--- src/wtm_consts.vh ---
// Operation
// - range bit picks 100 ms per step when 0, 10 ms per step when 1.
// - timeout equals one plus the 3-bit code, times the step.
// - timeout interrupt bit 3 raises an interrupt at every timer expiry.
// - amplitude bit 2 measures at timeout; irq when difference exceeds threshold.
// - phase bit 1 measures at timeout; irq when difference exceeds threshold.
// - capacitance bit 0 measures at timeout; irq when difference exceeds threshold.
// - amplitude threshold is bits 7 to 4 of amplitude config.
// - amplitude include bit decides whether interrupting sample enters the average.
// - weight code 00,01,10,11 gives 4,8,16,32 for newest sample.
// - amplitude select 0 compares against the amplitude reference register.
// - phase threshold is bits 7 to 4 of phase config.
// - phase include bit decides whether interrupting sample enters the average.
// - phase select 0 uses phase reference, 1 uses phase average.
// - amplitude reference is 8-bit read-write, zero after reset.
// - amplitude average is 8-bit read-only, zero after reset.
// - last amplitude result is 8-bit read-only, zero after reset.
// - phase reference is 8-bit read-write, zero after reset.
// - phase average is 8-bit read-only, zero after reset.
// - last phase result is 8-bit read-only, zero after reset.
`ifndef WTM_CONSTS_VH
`define WTM_CONSTS_VH

// ****************************************
// register indices, byte address is index times four
// ****************************************
`define WTM_IDX_TIMER_CTRL 6'h32
`define WTM_IDX_AMP_CFG 6'h33
`define WTM_IDX_AMP_REF 6'h34
`define WTM_IDX_AMP_AVG 6'h35
`define WTM_IDX_AMP_RES 6'h36
`define WTM_IDX_PH_CFG 6'h37
`define WTM_IDX_PH_REF 6'h38
`define WTM_IDX_PH_AVG 6'h39
`define WTM_IDX_PH_RES 6'h3A

// ****************************************
// field positions
// ****************************************
`define WTM_CTRL_RANGE 7
`define WTM_CTRL_CODE_HI 6
`define WTM_CTRL_CODE_LO 4
`define WTM_CTRL_TIMEOUT_IRQ 3
`define WTM_CTRL_AMP_EN 2
`define WTM_CTRL_PH_EN 1
`define WTM_CTRL_CAP_EN 0
`define WTM_CFG_THR_HI 7
`define WTM_CFG_THR_LO 4
`define WTM_CFG_INCLUDE 3
`define WTM_CFG_WEIGHT_HI 2
`define WTM_CFG_WEIGHT_LO 1
`define WTM_CFG_REF_SEL 0

// ****************************************
// reset values and bus answers
// ****************************************
`define WTM_RESET_BYTE 8'h00
`define WTM_RESP_OKAY 2'h0
`define WTM_RESP_SLVERR 2'h2

// ****************************************
// timing
// ****************************************
`define WTM_CLK_MHZ 100
`define WTM_STEP_SLOW_MS 100
`define WTM_STEP_FAST_MS 10
`define WTM_WEIGHT_SHIFT_BASE 2
`define WTM_STEP_SLOW_CYCLES 24'h989680
`define WTM_STEP_FAST_CYCLES 24'h0F4240

`endif

--- src/wtm_wakeup_timer.v ---
// Design decision made here: register access over AXI4-Lite.
`timescale 1ns/1ps
`include "wtm_consts.vh"

module wtm_wakeup_timer #(
	parameter [23:0] STEP_SLOW_CYCLES = `WTM_STEP_SLOW_CYCLES,
	parameter [23:0] STEP_FAST_CYCLES = `WTM_STEP_FAST_CYCLES
) (
	input wire aclk,
	input wire aresetn,
	input wire [7:0] s_axi_awaddr,
	input wire [2:0] s_axi_awprot,
	input wire s_axi_awvalid,
	output wire s_axi_awready,
	input wire [31:0] s_axi_wdata,
	input wire [3:0] s_axi_wstrb,
	input wire s_axi_wvalid,
	output wire s_axi_wready,
	output wire [1:0] s_axi_bresp,
	output wire s_axi_bvalid,
	input wire s_axi_bready,
	input wire [7:0] s_axi_araddr,
	input wire [2:0] s_axi_arprot,
	input wire s_axi_arvalid,
	output wire s_axi_arready,
	output wire [31:0] s_axi_rdata,
	output wire [1:0] s_axi_rresp,
	output wire s_axi_rvalid,
	input wire s_axi_rready,
	input wire amplitude_result_valid,
	input wire [7:0] amplitude_result_in,
	input wire phase_result_valid,
	input wire [7:0] phase_result_in,
	input wire capacitance_result_valid,
	input wire capacitance_over_threshold,
	output wire amplitude_measure_start,
	output wire phase_measure_start,
	output wire capacitance_measure_start,
	output wire timeout_irq,
	output wire amplitude_wake_irq,
	output wire phase_wake_irq,
	output wire capacitance_wake_irq
);

	// ****************************************
	// functions
	// ****************************************
	function [7:0] wtm_addr;
		input [5:0] idx;
		begin
			wtm_addr = {idx, 2'b00};
		end
	endfunction

	function [7:0] wtm_absdiff;
		input [7:0] a;
		input [7:0] b;
		begin
			wtm_absdiff = (a > b) ? (a - b) : (b - a);
		end
	endfunction

	function [7:0] wtm_average;
		input [7:0] avg;
		input [7:0] res;
		input [1:0] weight;
		reg signed [8:0] d;
		begin
			d = $signed({1'b0, res}) - $signed({1'b0, avg});
			d = d >>> (`WTM_WEIGHT_SHIFT_BASE + weight);
			wtm_average = avg + d[7:0];
		end
	endfunction

	function wtm_exceeds;
		input [7:0] res;
		input [7:0] ref_val;
		input [3:0] thr;
		begin
			wtm_exceeds = wtm_absdiff(res, ref_val) > {4'h0, thr};
		end
	endfunction

	// ****************************************
	// registers
	// ****************************************
	reg [7:0] ctrl_reg;
	reg [7:0] amp_cfg_reg;
	reg [7:0] amplitude_reference_value_reg;
	reg [7:0] amplitude_average_reg;
	reg [7:0] amplitude_result_value_reg;
	reg [7:0] ph_cfg_reg;
	reg [7:0] phase_reference_value_reg;
	reg [7:0] phase_average_value_reg;
	reg [7:0] phase_result_value_reg;

	reg awready_reg;
	reg wready_reg;
	reg aw_held_reg;
	reg w_held_reg;
	reg [7:0] awaddr_reg;
	reg [7:0] wdata_reg;
	reg wstrb0_reg;
	reg bvalid_reg;
	reg [1:0] bresp_reg;
	reg arready_reg;
	reg rvalid_reg;
	reg [31:0] rdata_reg;
	reg [1:0] rresp_reg;

	reg [23:0] step_cnt_reg;
	reg [2:0] step_idx_reg;
	reg amp_start_reg;
	reg ph_start_reg;
	reg cap_start_reg;
	reg timeout_irq_reg;
	reg amp_irq_reg;
	reg ph_irq_reg;
	reg cap_irq_reg;

	// ****************************************
	// inputs that carry nothing for this block
	// ****************************************
	wire unused_inputs = &{1'b0, s_axi_awprot, s_axi_arprot,
		s_axi_wdata[31:8], s_axi_wstrb[3:1]};

	// ****************************************
	// bus handshakes
	// ****************************************
	wire aw_hs = s_axi_awvalid & awready_reg;
	wire w_hs = s_axi_wvalid & wready_reg;
	wire do_write = aw_held_reg & w_held_reg & ~bvalid_reg;
	wire ar_hs = s_axi_arvalid & arready_reg;
	wire aw_held_next = (aw_held_reg | aw_hs) & ~do_write;
	wire w_held_next = (w_held_reg | w_hs) & ~do_write;
	wire bvalid_next = do_write | (bvalid_reg & ~s_axi_bready);
	wire rvalid_next = ar_hs | (rvalid_reg & ~s_axi_rready);
	wire wr_en = do_write & wstrb0_reg;

	reg wr_hit;
	always @* begin
		case (awaddr_reg)
			wtm_addr(`WTM_IDX_TIMER_CTRL),
			wtm_addr(`WTM_IDX_AMP_CFG),
			wtm_addr(`WTM_IDX_AMP_REF),
			wtm_addr(`WTM_IDX_AMP_AVG),
			wtm_addr(`WTM_IDX_AMP_RES),
			wtm_addr(`WTM_IDX_PH_CFG),
			wtm_addr(`WTM_IDX_PH_REF),
			wtm_addr(`WTM_IDX_PH_AVG),
			wtm_addr(`WTM_IDX_PH_RES): wr_hit = 1'b1;
			default: wr_hit = 1'b0;
		endcase
	end

	reg [7:0] rd_byte;
	reg rd_hit;
	always @* begin
		rd_hit = 1'b1;
		case (s_axi_araddr)
			wtm_addr(`WTM_IDX_TIMER_CTRL): rd_byte = ctrl_reg;
			wtm_addr(`WTM_IDX_AMP_CFG): rd_byte = amp_cfg_reg;
			wtm_addr(`WTM_IDX_AMP_REF): rd_byte = amplitude_reference_value_reg;
			wtm_addr(`WTM_IDX_AMP_AVG): rd_byte = amplitude_average_reg;
			wtm_addr(`WTM_IDX_AMP_RES): rd_byte = amplitude_result_value_reg;
			wtm_addr(`WTM_IDX_PH_CFG): rd_byte = ph_cfg_reg;
			wtm_addr(`WTM_IDX_PH_REF): rd_byte = phase_reference_value_reg;
			wtm_addr(`WTM_IDX_PH_AVG): rd_byte = phase_average_value_reg;
			wtm_addr(`WTM_IDX_PH_RES): rd_byte = phase_result_value_reg;
			default: begin
				rd_byte = `WTM_RESET_BYTE;
				rd_hit = 1'b0;
			end
		endcase
	end

	always @(posedge aclk) begin
		if (!aresetn) begin
			awready_reg <= 1'b0;
			wready_reg <= 1'b0;
			aw_held_reg <= 1'b0;
			w_held_reg <= 1'b0;
			awaddr_reg <= 8'h00;
			wdata_reg <= 8'h00;
			wstrb0_reg <= 1'b0;
			bvalid_reg <= 1'b0;
			bresp_reg <= `WTM_RESP_OKAY;
		end else begin
			aw_held_reg <= aw_held_next;
			w_held_reg <= w_held_next;
			awready_reg <= ~aw_held_next & ~bvalid_next;
			wready_reg <= ~w_held_next & ~bvalid_next;
			bvalid_reg <= bvalid_next;
			if (aw_hs) begin
				awaddr_reg <= s_axi_awaddr;
			end
			if (w_hs) begin
				wdata_reg <= s_axi_wdata[7:0];
				wstrb0_reg <= s_axi_wstrb[0];
			end
			if (do_write) begin
				bresp_reg <= wr_hit ? `WTM_RESP_OKAY : `WTM_RESP_SLVERR;
			end
		end
	end

	// ****************************************
	// read channel
	// ****************************************
	always @(posedge aclk) begin
		if (!aresetn) begin
			arready_reg <= 1'b0;
			rvalid_reg <= 1'b0;
			rdata_reg <= 32'h00000000;
			rresp_reg <= `WTM_RESP_OKAY;
		end else begin
			arready_reg <= ~rvalid_next;
			rvalid_reg <= rvalid_next;
			if (ar_hs) begin
				rdata_reg <= {24'h000000, rd_byte};
				rresp_reg <= rd_hit ? `WTM_RESP_OKAY : `WTM_RESP_SLVERR;
			end
		end
	end

	// ****************************************
	// wake-up timer
	// ****************************************
	wire timer_run = |ctrl_reg[`WTM_CTRL_TIMEOUT_IRQ:`WTM_CTRL_CAP_EN];
	wire ctrl_write = wr_en & (awaddr_reg == wtm_addr(`WTM_IDX_TIMER_CTRL));
	wire [23:0] step_limit = ctrl_reg[`WTM_CTRL_RANGE] ?
		STEP_FAST_CYCLES : STEP_SLOW_CYCLES;
	wire step_done = (step_cnt_reg == step_limit - 24'h000001);
	wire expire = timer_run & step_done &
		(step_idx_reg == ctrl_reg[`WTM_CTRL_CODE_HI:`WTM_CTRL_CODE_LO]);

	reg [23:0] step_cnt_next;
	reg [2:0] step_idx_next;
	always @* begin
		step_cnt_next = step_cnt_reg + 24'h000001;
		step_idx_next = step_idx_reg;
		if (!timer_run || ctrl_write) begin
			step_cnt_next = 24'h000000;
			step_idx_next = 3'h0;
		end else if (step_done) begin
			step_cnt_next = 24'h000000;
			step_idx_next = expire ? 3'h0 : step_idx_reg + 3'h1;
		end
	end

	always @(posedge aclk) begin
		if (!aresetn) begin
			step_cnt_reg <= 24'h000000;
			step_idx_reg <= 3'h0;
		end else begin
			step_cnt_reg <= step_cnt_next;
			step_idx_reg <= step_idx_next;
		end
	end

	// ****************************************
	// measurement evaluation
	// ****************************************
	wire [7:0] amp_ref = amp_cfg_reg[`WTM_CFG_REF_SEL] ?
		amplitude_average_reg : amplitude_reference_value_reg;
	wire amp_hit = wtm_exceeds(amplitude_result_in, amp_ref,
		amp_cfg_reg[`WTM_CFG_THR_HI:`WTM_CFG_THR_LO]);
	wire amp_avg_upd = ~amp_hit | amp_cfg_reg[`WTM_CFG_INCLUDE];
	wire [7:0] ph_ref = ph_cfg_reg[`WTM_CFG_REF_SEL] ?
		phase_average_value_reg : phase_reference_value_reg;
	wire ph_hit = wtm_exceeds(phase_result_in, ph_ref,
		ph_cfg_reg[`WTM_CFG_THR_HI:`WTM_CFG_THR_LO]);
	wire ph_avg_upd = ~ph_hit | ph_cfg_reg[`WTM_CFG_INCLUDE];

	// ****************************************
	// configuration registers
	// ****************************************
	always @(posedge aclk) begin
		if (!aresetn) begin
			ctrl_reg <= `WTM_RESET_BYTE;
			amp_cfg_reg <= `WTM_RESET_BYTE;
			amplitude_reference_value_reg <= `WTM_RESET_BYTE;
			ph_cfg_reg <= `WTM_RESET_BYTE;
			phase_reference_value_reg <= `WTM_RESET_BYTE;
		end else if (wr_en) begin
			case (awaddr_reg)
				wtm_addr(`WTM_IDX_TIMER_CTRL): ctrl_reg <= wdata_reg;
				wtm_addr(`WTM_IDX_AMP_CFG): amp_cfg_reg <= wdata_reg;
				wtm_addr(`WTM_IDX_AMP_REF):
					amplitude_reference_value_reg <= wdata_reg;
				wtm_addr(`WTM_IDX_PH_CFG): ph_cfg_reg <= wdata_reg;
				wtm_addr(`WTM_IDX_PH_REF):
					phase_reference_value_reg <= wdata_reg;
				default: ctrl_reg <= ctrl_reg;
			endcase
		end
	end

	// ****************************************
	// event pulses
	// ****************************************
	always @(posedge aclk) begin
		if (!aresetn) begin
			amp_start_reg <= 1'b0;
			ph_start_reg <= 1'b0;
			cap_start_reg <= 1'b0;
			timeout_irq_reg <= 1'b0;
			amp_irq_reg <= 1'b0;
			ph_irq_reg <= 1'b0;
			cap_irq_reg <= 1'b0;
		end else begin
			timeout_irq_reg <= expire & ctrl_reg[`WTM_CTRL_TIMEOUT_IRQ];
			amp_start_reg <= expire & ctrl_reg[`WTM_CTRL_AMP_EN];
			ph_start_reg <= expire & ctrl_reg[`WTM_CTRL_PH_EN];
			cap_start_reg <= expire & ctrl_reg[`WTM_CTRL_CAP_EN];
			amp_irq_reg <= amplitude_result_valid & amp_hit;
			ph_irq_reg <= phase_result_valid & ph_hit;
			cap_irq_reg <= capacitance_result_valid &
				capacitance_over_threshold;
		end
	end

	// ****************************************
	// amplitude result and average
	// ****************************************
	always @(posedge aclk) begin
		if (!aresetn) begin
			amplitude_average_reg <= `WTM_RESET_BYTE;
			amplitude_result_value_reg <= `WTM_RESET_BYTE;
		end else if (amplitude_result_valid) begin
			amplitude_result_value_reg <= amplitude_result_in;
			if (amp_avg_upd) begin
				amplitude_average_reg <= wtm_average(amplitude_average_reg,
					amplitude_result_in,
					amp_cfg_reg[`WTM_CFG_WEIGHT_HI:`WTM_CFG_WEIGHT_LO]);
			end
		end
	end

	// ****************************************
	// phase result and average
	// ****************************************
	always @(posedge aclk) begin
		if (!aresetn) begin
			phase_average_value_reg <= `WTM_RESET_BYTE;
			phase_result_value_reg <= `WTM_RESET_BYTE;
		end else if (phase_result_valid) begin
			phase_result_value_reg <= phase_result_in;
			if (ph_avg_upd) begin
				phase_average_value_reg <= wtm_average(phase_average_value_reg,
					phase_result_in,
					ph_cfg_reg[`WTM_CFG_WEIGHT_HI:`WTM_CFG_WEIGHT_LO]);
			end
		end
	end

	// ****************************************
	// outputs
	// ****************************************
	assign s_axi_awready = awready_reg;
	assign s_axi_wready = wready_reg;
	assign s_axi_bresp = bresp_reg;
	assign s_axi_bvalid = bvalid_reg;
	assign s_axi_arready = arready_reg;
	assign s_axi_rdata = rdata_reg;
	assign s_axi_rresp = rresp_reg;
	assign s_axi_rvalid = rvalid_reg;
	assign amplitude_measure_start = amp_start_reg;
	assign phase_measure_start = ph_start_reg;
	assign capacitance_measure_start = cap_start_reg;
	assign timeout_irq = timeout_irq_reg;
	assign amplitude_wake_irq = amp_irq_reg;
	assign phase_wake_irq = ph_irq_reg;
	assign capacitance_wake_irq = cap_irq_reg;

endmodule

--- config.mk ---
export PLATFORM = sky130hd
export DESIGN_NAME = wtm_wakeup_timer
export DESIGN_NICKNAME = d
export VERILOG_FILES = /design/src/wtm_wakeup_timer.v
export VERILOG_INCLUDE_DIRS = /design/src
export SDC_FILE = /design/constraint.sdc
export NUM_CORES = 1
export LEC_CHECK = 0
export BUFFER_PORTS_ARGS = -buffer_cell sky130_fd_sc_hd__buf_2
export CAP_MARGIN = 20
export CORE_ASPECT_RATIO = 0.7
export CORE_MARGIN = 2
export CORE_UTILIZATION = 30
export DETAILED_ROUTE_END_ITERATION = 10
export HOLD_SLACK_MARGIN = 0.12
export PLACE_DENSITY_LB_ADDON = 0.15
export REMOVE_ABC_BUFFERS = 1
export SLEW_MARGIN = 20
export SYNTH_ARGS = -nofsm -noshare
export SYNTH_HDL_FRONTEND = slang
export SYNTH_SLANG_ARGS = --single-unit
export TNS_END_PERCENT = 20
--- constraint.sdc ---
create_clock -name aclk -period 12.1 [get_ports aclk]
set_input_delay 2.42 -clock aclk [delete_from_list [all_inputs] [get_ports aclk]]
set_output_delay 2.42 -clock aclk [all_outputs]
set_load 0.01 [all_outputs]
==> results of run 1 <==
-- cell usage after synthesis, types with 9 or more instances --
cell	count	area share (%)
dfxtp_1	140	30
nand2_1	116	4.6
nor2_1	113	4.5
a21oi_1	83	4.4
inv_1	81	3.2
mux2i_1	70	7.5
ha_1	69	9.2
o21ai_0	38	2.0
nand3_1	33	1.8
clkbuf_1	32	1.3
buf_4	27	2.2
xor2_1	25	2.3
xnor2_1	23	2.1
nor3_1	22	1.2
a21o_1	21	1.7
nand4_1	18	1.2
and3_1	13	0.87
nor4_1	13	0.87
a31oi_1	12	0.80
nor2b_1	11	0.73
o2111ai_1	10	0.93
a221oi_1	9	0.84
a22oi_1	9	0.72
and2_1	9	0.60
buf_2	9	0.48
-- power by group --
part | internal (mW) | leakage, nW | switching [mW]
sequential | 0.473 | 1.13 | 0.0154
clock | 0.279 | 0.261 | 0.216
combinational | 0.0868 | 2.94 | 0.132
-- routing by layer --
layer  part of all wire [%]  wire (µm)  vias up  global-route usage [%]
li1                       -          -     4185                       -
met2                     37      10700      198                    21.8
met4                   0.54        154        0                    3.51
met5                      0          0        -                       0
met3                    5.7       1640        9                    3.14
met1                     57      16300     3858                    29.7
-- worst register-to-register path, delay by kind of cell, from the launching register on --
family | cells | cell delay (ps)
buffers and inverters | 1 | 80
DFF | 1 | 680
muxes | 2 | 690
and+or+nand+nor | 3 | 1120
AOI/OAI and AO/OA | 7 | 1490
xor gates and xnor gates | 1 | 150
adders and majority gates | 2 | 740
-- cell families after synthesis --
family / synth area share, %
AOI/OAI and AO/OA: 19.6
muxes: 8.05
and+or+nand+nor: 19.8
xor gates and xnor gates: 4.47
adders and majority gates: 10.7
DFF: 29.8
other: 0.0399
buffers and inverters: 7.51
-- how the worst max path moves through the flow --
stage                            from                         end  slack [ps]  cells past startpoint
2_1_floorplan  amplitude_result_in[4]    amplitude_average_reg[7]        5990                     16
3_3_place_gp       phase_result_in[0]  phase_average_value_reg[7]        5220                     21
3_5_place_dp       phase_result_in[0]  phase_average_value_reg[7]        5160                     21
4_1_cts            phase_result_in[0]  phase_average_value_reg[7]        5590                     21
5_1_grt            phase_result_in[0]  phase_average_value_reg[7]        5070                     21
6_report           phase_result_in[0]  phase_average_value_reg[7]        5550                     21
-- per-stage QoR --
step                setup WS (ps)  total power [mW]  hold slack, ps
floorplan                    5990             0.648             421
global placement             5220             0.714             443
detailed placement           5160             0.716             450
CTS                          5590              1.21             458
global route                 5070              1.26             483
finish                       5550              1.20             457
-- cell type report --
class / instances / area [µm²] / share of cell area (%)
clock buffer: 20 / 467 / 4.40
clock inverter: 12 / 87.6 / 0.825
inverter: 82 / 309 / 2.91
multi-input combinational: 886 / 6000 / 56.5
sequential: 140 / 2800 / 26.4
tap: 420 / 526 / 4.95
timing repair buffer: 81 / 425 / 4.01
==> results.json, run 1 <==
{
  "die_area_um2": 32800,
  "vias": 8250,
  "viasPerCell": 5.03,
  "hold_viol_final": 0,
  "hpwlAfterDp_mm": 22.4,
  "clk_pin_slew_ps": 60,
  "final_cells": 1641,
  "cap_violations": 0,
  "min_to": "awaddr_reg[7]",
  "crit_buf_inv": 2,
  "slew_headroom_pct": 24.9,
  "reg2reg_to": "amplitude_average_reg[7]",
  "yosys_warnings": 0,
  "placedCellCount": 1609,
  "synth-edff-count": 0,
  "hp-start": "awaddr_reg[7]",
  "largest_register_ffs": 24,
  "hold_path_depth": 2,
  "io_buffers": 73,
  "ctsResizeCount": 0,
  "start_util_pct": 30.3,
  "dr.pass1.iters": 6,
  "fillCellCount": 3316,
  "drive_above_1_share_pct": 11.4,
  "ys_types": 79,
  "finalSetupTns_ps": 0,
  "route.detailed.drc": 0,
  "drtAntennaViolNets": 0,
  "finalInstanceArea_um2": 10600,
  "path_common_cell": "o21ai_0",
  "yosysSeqAreaShare_pct": 29.8,
  "syn_inst": 1155,
  "clock_skew_ps": 9.75,
  "fmax_ghz": 0.153,
  "min_period_ps": 6550,
  "fp-row-count": 54,
  "grt_usage_pct": 17.5,
  "cp.required_ps": 12460,
  "gp_congestion": 0.847,
  "crit_path_cell_trace": "buf_2 > inv_1 > ha_1 > fa_1 > nor2b_1 > o21ai_0 > a21boi_0 > o21ai_0 > nor2b_1 > xnor2_1 > mux2i_1 > mux2i_1 > ha_1 > a21o_1 > a21oi_1 > o21ai_0 > a2111oi_0 > nor3_1 > xnor2_1 > mux2_2 > nand4_1",
  "cp_top_family": "compound AO/OA/AOI/OAI gates",
  "cts_made_buffers": 17,
  "ys_seq_elements": 140,
  "crit_path_end_kind": "flip-flop",
  "grt_pass1_vias": 7622,
  "syn_area_um2": 9400,
  "cts_sinks": 140,
  "ff2ff_path_depth": 16,
  "status": "completed",
  "async_flop_share_pct": 0,
  "peakVddDrop_uv": 61.0,
  "globalRouteOverflowTotal": 0,
  "period_share_pct": 54.1,
  "wl_per_cell_um": 17.5,
  "first_iter_violations": 706,
  "wirelength_mm": 28.8,
  "antenna_found_initial": 0,
  "pin_count": 133,
  "worst_pin_slew_ps": 1120,
  "grt_pass1_wl_mm": 44.8,
  "cts_buffer_depth": 2,
  "core_area_um2": 31000,
  "final_cell_mix": "140 x dfxtp_1, 116 x nand2_1, 113 x nor2_1",
  "cts_root_buf": "clkbuf_16",
  "power.density_nw_per_um2": 113,
  "min_path_type": "flip-flop to flip-flop",
  "ys.flop_type": "dfxtp_1",
  "ctsHoldBuffers": 0,
  "worst_ep_arrival_time_ps": 6910,
  "critPathKind": "primary input to flip-flop",
  "postPlaceCellArea_um2": 10100,
  "cpMaxStageDelayCell": "a2111oi_0",
  "finalMaxSlewViolations": 0,
  "r2r_slack_ps": 7030,
  "r2r_start": "amp_cfg_reg[0]",
  "synthToLayoutAreaGrowth_pct": 12.9,
  "grt_setup_unrepaired": "false",
  "grt_start_max_net_pins": 59,
  "postLayoutCoreUtil_pct": 34.2,
  "final_common_cell": "dfxtp_1",
  "diodes": 0,
  "avgSynthCellArea_um2": 8.14,
  "die_h_um": 152,
  "htreeDepth": 4,
  "crit_path_start_kind": "primary input",
  "power_leakage_nw": 4.33,
  "cts_setup_buffers": 0,
  "cts_tree": "done",
  "max_stage_delay_ps": 470,
  "die_x_um": 216,
  "critPathMaxFanout": 3,
  "clkLatencyLatePin_ps": 430,
  "setup_viol": 0,
  "nets": 1369
}
Power figures use the tool's default switching activity.
==> run 2: changes to the inputs <==
--- a/config.mk
+++ b/config.mk
@@ -6,6 +6,7 @@
 export SDC_FILE = /design/constraint.sdc
 export NUM_CORES = 1
 export LEC_CHECK = 0
+export ABC_AREA = 1
 export BUFFER_PORTS_ARGS = -buffer_cell sky130_fd_sc_hd__buf_2
 export CAP_MARGIN = 20
 export CORE_ASPECT_RATIO = 0.7
==> constraint.sdc (replaced) <==
create_clock -name aclk -period 6.65 [get_ports aclk]
set_input_delay 1.33 -clock aclk [delete_from_list [all_inputs] [get_ports aclk]]
set_output_delay 1.33 -clock aclk [all_outputs]
set_load 0.01 [all_outputs]
==> run 2 against run 1 <==
Die area up 0.75%. Register-to-register slack worse by 4900 ps. Flip-flop and latch count unchanged. Combinational power up 45%. First-iteration DRC count down 5.4%. Core utilization up 0.20 points. Total power up 81%. Area after synthesis up 0.77%. Hold slack worse by 6.2 ps. Clock skew down 3.1 ps. Sequential power up 79%. Non-clock buffer count down 4. Critical path type unchanged. Critical endpoint is now amplitude_average_reg[0]. Highest routed layer is now met5.
==> results.json, run 2 <==
{
  "critPathMaxFanout": 13,
  "ys.flop_type": "dfxtp_1",
  "cpMaxStageDelayCell": "fa_1",
  "min_to": "s_axi_wready",
  "viasPerCell": 4.69,
  "grt_start_max_net_pins": 76,
  "wl_per_cell_um": 15.0,
  "status": "completed",
  "ys_types": 51,
  "synth.mux.area_fraction_pct": 0.211,
  "drtAntennaViolNets": 0,
  "cp.required_ps": 6950,
  "synth_xor_area_share_pct": 2.87,
  "cts_sinks": 140,
  "finalInstanceArea_um2": 10700,
  "fillCellCount": 3403,
  "finalSetupTns_ps": 0,
  "fmax_ghz": 0.219,
  "synth_fa_ha_area_share_pct": 10.6,
  "cts_buffer_depth": 2,
  "avgSynthCellArea_um2": 6.80,
  "route.detailed.drc": 0,
  "synthTopCellsByCount": "290 x nand2_1, 197 x inv_1, 140 x dfxtp_1",
  "peakVddDrop_uv": 160,
  "hold_path_depth": 1,
  "dr.pass1.iters": 5,
  "worst_ep_arrival_time_ps": 4880,
  "globalRouteOverflowTotal": 0,
  "largest_register_ffs": 24,
  "antenna_found_initial": 2,
  "cap_violations": 0,
  "cts_setup_buffers": 0,
  "first_iter_violations": 668,
  "synth-edff-count": 0,
  "finalMaxSlewViolations": 0,
  "yosysSeqAreaShare_pct": 29.6,
  "grt_usage_pct": 17.4,
  "reg2reg_to": "amplitude_average_reg[0]",
  "yosys_warnings": 0,
  "synthToLayoutAreaGrowth_pct": 13.2,
  "ctsHoldBuffers": 0,
  "path_common_cell": "nand2_1",
  "die_h_um": 153,
  "clock_skew_ps": 6.63,
  "r2r_start": "amp_cfg_reg[0]",
  "period_share_pct": 68.8,
  "async_flop_share_pct": 0,
  "fp-row-count": 54,
  "worst_pin_slew_ps": 1090,
  "min_path_type": "flip-flop to flip-flop",
  "syn_inst": 1394,
  "start_util_pct": 30.4,
  "clkLatencyLatePin_ps": 440,
  "io_buffers": 73,
  "syn_area_um2": 9470,
  "power_leakage_nw": 4.82,
  "clk_pin_slew_ps": 60,
  "hpwlAfterDp_mm": 22.1,
  "critPathKind": "primary input to flip-flop",
  "hp-start": "w_held_reg",
  "synth_compound_area_share_pct": 17.9,
  "min_period_ps": 4570,
  "ys_seq_elements": 140,
  "wirelength_mm": 28.3,
  "crit_path_start_kind": "primary input",
  "die_x_um": 216,
  "gp_congestion": 0.865,
  "die_area_um2": 33000,
  "r2r_slack_ps": 2180,
  "final_common_cell": "nand2_1",
  "htreeDepth": 4,
  "vias": 8835,
  "hold_viol_final": 0,
  "synth_top_family_by_area": "simple AND/OR/NAND/NOR gates",
  "crit_path_cell_trace": "buf_2 > inv_1 > ha_1 > inv_1 > fa_1 > nand3_1 > nand3_1 > nand2_1 > nand2_2 > nand2_4 > mux2i_1 > xor2_1 > inv_1 > ha_1 > a21oi_1 > o21ai_0 > o21ai_0 > nand2_1 > nor2_1 > nand3_1 > nand2_2 > nand2_1 > nand2_1 > a21oi_2",
  "slew_headroom_pct": 27.1,
  "power.density_nw_per_um2": 203,
  "cts_tree": "done",
  "cts_made_buffers": 17,
  "grt_pass1_vias": 8181,
  "yosysTopAreaCell": "dfxtp_1",
  "drive_above_1_share_pct": 10.7,
  "final_cell_mix": "290 x nand2_1, 197 x inv_1, 140 x dfxtp_1",
  "grt_setup_unrepaired": "false",
  "synth_simple_gate_area_share_pct": 26.8,
  "grt_pass1_wl_mm": 45.3,
  "synth_area_leaders": "dfxtp_1 30%, nand2_1 11%, ha_1 9.1%",
  "ff2ff_path_depth": 24,
  "core_area_um2": 31100,
  "max_stage_delay_ps": 410,
  "postPlaceCellArea_um2": 10100,
  "setup_viol": 0,
  "ctsResizeCount": 0,
  "synth_top_area_share_pct": 29.6,
  "crit_buf_inv": 4,
  "crit_path_end_kind": "flip-flop",
  "cp_top_family": "simple AND/OR/NAND/NOR gates",
  "yosysMostFrequentCell": "nand2_1",
  "nets": 1612,
  "pin_count": 133,
  "cts_root_buf": "clkbuf_16"
}
[run 2: cell count changes in the layout (fill, tap and decap cells not counted), sizes merged, moves of 11 or more]
cell	previous run	this run
nand2	116	303
nand3	33	100
and3	13	0
nor2b	11	0
a21o	21	0
a21oi	84	131
xnor2	23	10
mux2i	70	2
inv	83	204
o21ai	45	120
[run 2: per-stage QoR]
stage | setup slack (ps) | instances | hold slack [ps] | power, mW | util, %
global placement | 1630 | 1852 | 431 | 1.20 | 32.5
global route | 1850 | 1884 | 471 | 2.29 | 34.4
detailed placement | 1650 | 1852 | 422 | 1.21 | 32.5
finish | 2080 | 1885 | 451 | 2.18 | 34.4
floorplan | 2480 | 1355 | 399 | 1.11 | -
CTS | 2110 | 1884 | 446 | 2.20 | 34.4
[run 2: worst max path at each step]
stage	start	cells past startpoint	to
finish	amplitude_result_in[0]	24	amplitude_average_reg[0]
global route	amplitude_result_in[0]	24	amplitude_average_reg[7]
CTS	amplitude_result_in[0]	24	amplitude_average_reg[2]
detailed placement	amplitude_result_in[0]	24	amplitude_average_reg[6]
global placement	amplitude_result_in[0]	24	amplitude_average_reg[6]
floorplan	amplitude_result_in[0]	23	amplitude_average_reg[0]
[run 2: logic make-up after synthesis]
logic type	Yosys count
AOI/OAI and AO/OA	306
xor gates and xnor gates	31
adders and majority gates	76
buffers and inverters	268
DFF	140
muxes	2
other	1
and+or+nand+nor	570
[run 2: area by class of cell]
class | instances | area (µm²) | area share [%]
Antenna cell | 1 | 2.50 | 0.0233
Inverter | 204 | 766 | 7.14
Sequential cell | 140 | 2800 | 26.1
Multi-Input combinational cell | 1011 | 5630 | 52.5
Timing Repair Buffer | 77 | 395 | 3.69
Tap cell | 420 | 526 | 4.90
Clock inverter | 11 | 134 | 1.25
Clock buffer | 21 | 470 | 4.39
[run 2: report_power, final]
group	internal, mW	total (mW)	switching [mW]
logic	0.107	0.317	0.210
clock network	0.587	0.989	0.403
registers	0.860	0.873	0.0123
total	1.55	2.18	0.624
[run 2: layer usage]
| metal | share of wire (%) | track usage [%] | vias up |
|---|---|---|---|
| met4 | 0.89 | 3.20 | 2 |
| met5 | 0.046 | 0 | - |
| met3 | 5.2 | 3.71 | 21 |
| li1 | - | - | 4657 |
| met2 | 37 | 22.9 | 185 |
| met1 | 57 | 28.2 | 3970 |
==> run 3: changes to the inputs <==
==> constraint.sdc (replaced) <==
create_clock -name aclk -period 4.67 [get_ports aclk]
set_input_delay 0.934 -clock aclk [delete_from_list [all_inputs] [get_ports aclk]]
set_output_delay 0.934 -clock aclk [all_outputs]
set_load 0.01 [all_outputs]
==> run 3 against run 2 <==
Count of clock-buffer cells in the layout shrank 1. Sequential power up 42%. Final cell count rose by 0.42%. Global-route usage up 0.13 points. Clock skew is 8.0 ps higher. Sequential share of layout area about the same. Critical path depth is 1 higher. Non-clock buffer count rose by 9. Die area did not move. Core utilization about the same. Via count increased by 1.1%. Worst setup slack got worse by 1500 ps. Highest routed layer is now met4.
==> results.json, run 3 (same netlist as run 2, synthesis figures left out) <==
{
  "cts_sinks": 140,
  "power.density_nw_per_um2": 276,
  "cts_tree": "done",
  "cts_buffer_depth": 2,
  "fp-row-count": 54,
  "wirelength_mm": 28.4,
  "postLayoutCoreUtil_pct": 34.5,
  "clk_pin_slew_ps": 60,
  "peakVddDrop_uv": 229,
  "final_cell_mix": "290 x nand2_1, 197 x inv_1, 138 x dfxtp_1",
  "crit_buf_inv": 4,
  "wl_per_cell_um": 15.0,
  "cpMaxStageDelayCell": "dfxtp_2",
  "diodes": 0,
  "hold_viol_final": 0,
  "grt_usage_pct": 17.5,
  "viasPerCell": 4.72,
  "antenna_found_initial": 1,
  "die_h_um": 153,
  "slew_headroom_pct": 25.6,
  "min_path_type": "flip-flop to flip-flop",
  "final_common_cell": "nand2_1",
  "path_common_cell": "nand3_1",
  "crit_path_start_kind": "flip-flop",
  "dr.pass1.iters": 7,
  "largest_register_ffs": 24,
  "globalRouteOverflowTotal": 0,
  "htreeDepth": 4,
  "gp_congestion": 0.834,
  "status": "completed",
  "clock_skew_ps": 14.6,
  "drive_above_1_share_pct": 11.2,
  "crit_path_end_kind": "flip-flop",
  "fmax_ghz": 0.247,
  "first_iter_violations": 734,
  "die_x_um": 216,
  "ctsHoldBuffers": 0,
  "core_area_um2": 31100,
  "hpwlAfterDp_mm": 22.3,
  "io_buffers": 73,
  "die_area_um2": 33000,
  "finalSetupTns_ps": 0,
  "fillCellCount": 3434,
  "critPathKind": "flip-flop to flip-flop",
  "max_stage_delay_ps": 490,
  "cap_violations": 0,
  "worst_ep_arrival_time_ps": 4390,
  "drtAntennaViolNets": 0,
  "grt_pass1_vias": 8213,
  "ctsResizeCount": 0,
  "min_period_ps": 4040,
  "route.detailed.drc": 0,
  "cts_setup_buffers": 0,
  "grt_setup_unrepaired": "false",
  "synthToLayoutAreaGrowth_pct": 13.3,
  "cp.required_ps": 5010,
  "setup_viol": 0,
  "grt_start_max_net_pins": 76,
  "clkLatencyLatePin_ps": 450,
  "cts_root_buf": "clkbuf_16",
  "vias": 8933,
  "period_share_pct": 86.6,
  "cts_made_buffers": 17,
  "cp_top_family": "simple AND/OR/NAND/NOR gates",
  "grt_pass1_wl_mm": 45.5,
  "finalMaxSlewViolations": 0,
  "worst_pin_slew_ps": 1110,
  "start_util_pct": 30.4,
  "nets": 1621,
  "power_leakage_nw": 4.83,
  "critPathMaxFanout": 18,
  "pin_count": 133
}
run 3: cell count changes in the layout (fill, tap and decap cells not counted), moves of 2 or more:
cell	change
clkinv_4	-2
clkinv_2	+2
clkbuf_8	-2
dfxtp_2	+2
dfxtp_1	-2
bufinv_16	-2
buf_4	+8
clkinvlp_4	+2
run 3: per-stage QoR:
stage | hold slack (ps) | area, µm² | total power [mW] | instances | setup WS [ps]
2_1_floorplan | 399 | 9200 | 1.57 | 1355 | 895
3_3_place_gp | 437 | 10200 | 1.72 | 1861 | 207
3_5_place_dp | 425 | 10200 | 1.72 | 1861 | 222
4_1_cts | 445 | 10700 | 3.00 | 1893 | 396
5_1_grt | 460 | 10700 | 3.12 | 1893 | 199
6_report | 446 | 10700 | 2.96 | 1893 | 626
run 3: worst paths after layout:
check             cells after the start  slack [ps]      startpoint                  endpoint
setup / recovery                     25         630  amp_cfg_reg[0]  amplitude_average_reg[5]
hold / removal                        1         450     aw_held_reg             s_axi_awready
setup reg to reg                     25         630  amp_cfg_reg[0]  amplitude_average_reg[5]
hold reg to reg                       1         450     aw_held_reg             s_axi_awready
run 3: area by class of cell:
cell class | instances | area (µm²) | share of cell area, %
Clock buffer | 20 | 447 | 4.16
Clock inverter | 12 | 90.1 | 0.839
Inverter | 204 | 766 | 7.13
Multi-Input combinational cell | 1011 | 5630 | 52.4
Sequential cell | 140 | 2810 | 26.1
Tap cell | 420 | 526 | 4.90
Timing Repair Buffer | 86 | 475 | 4.43
run 3: report_power, final:
part	internal (mW)	leakage, nW	total, mW	switching (mW)
Combinational	0.158	3.45	0.456	0.298
Sequential	1.23	1.14	1.24	0.0171
Clock	0.695	0.246	1.27	0.571
run 3: per-layer routing:
metal / part of all wire (%) / GRT usage [%] / vias to the layer above
met5: 0 / 0 / -
met1: 56 / 28.4 / 4004
met2: 37 / 22.8 / 226
met4: 0.91 / 4.14 / 0
met3: 6.3 / 3.39 / 17
li1: - / - / 4686
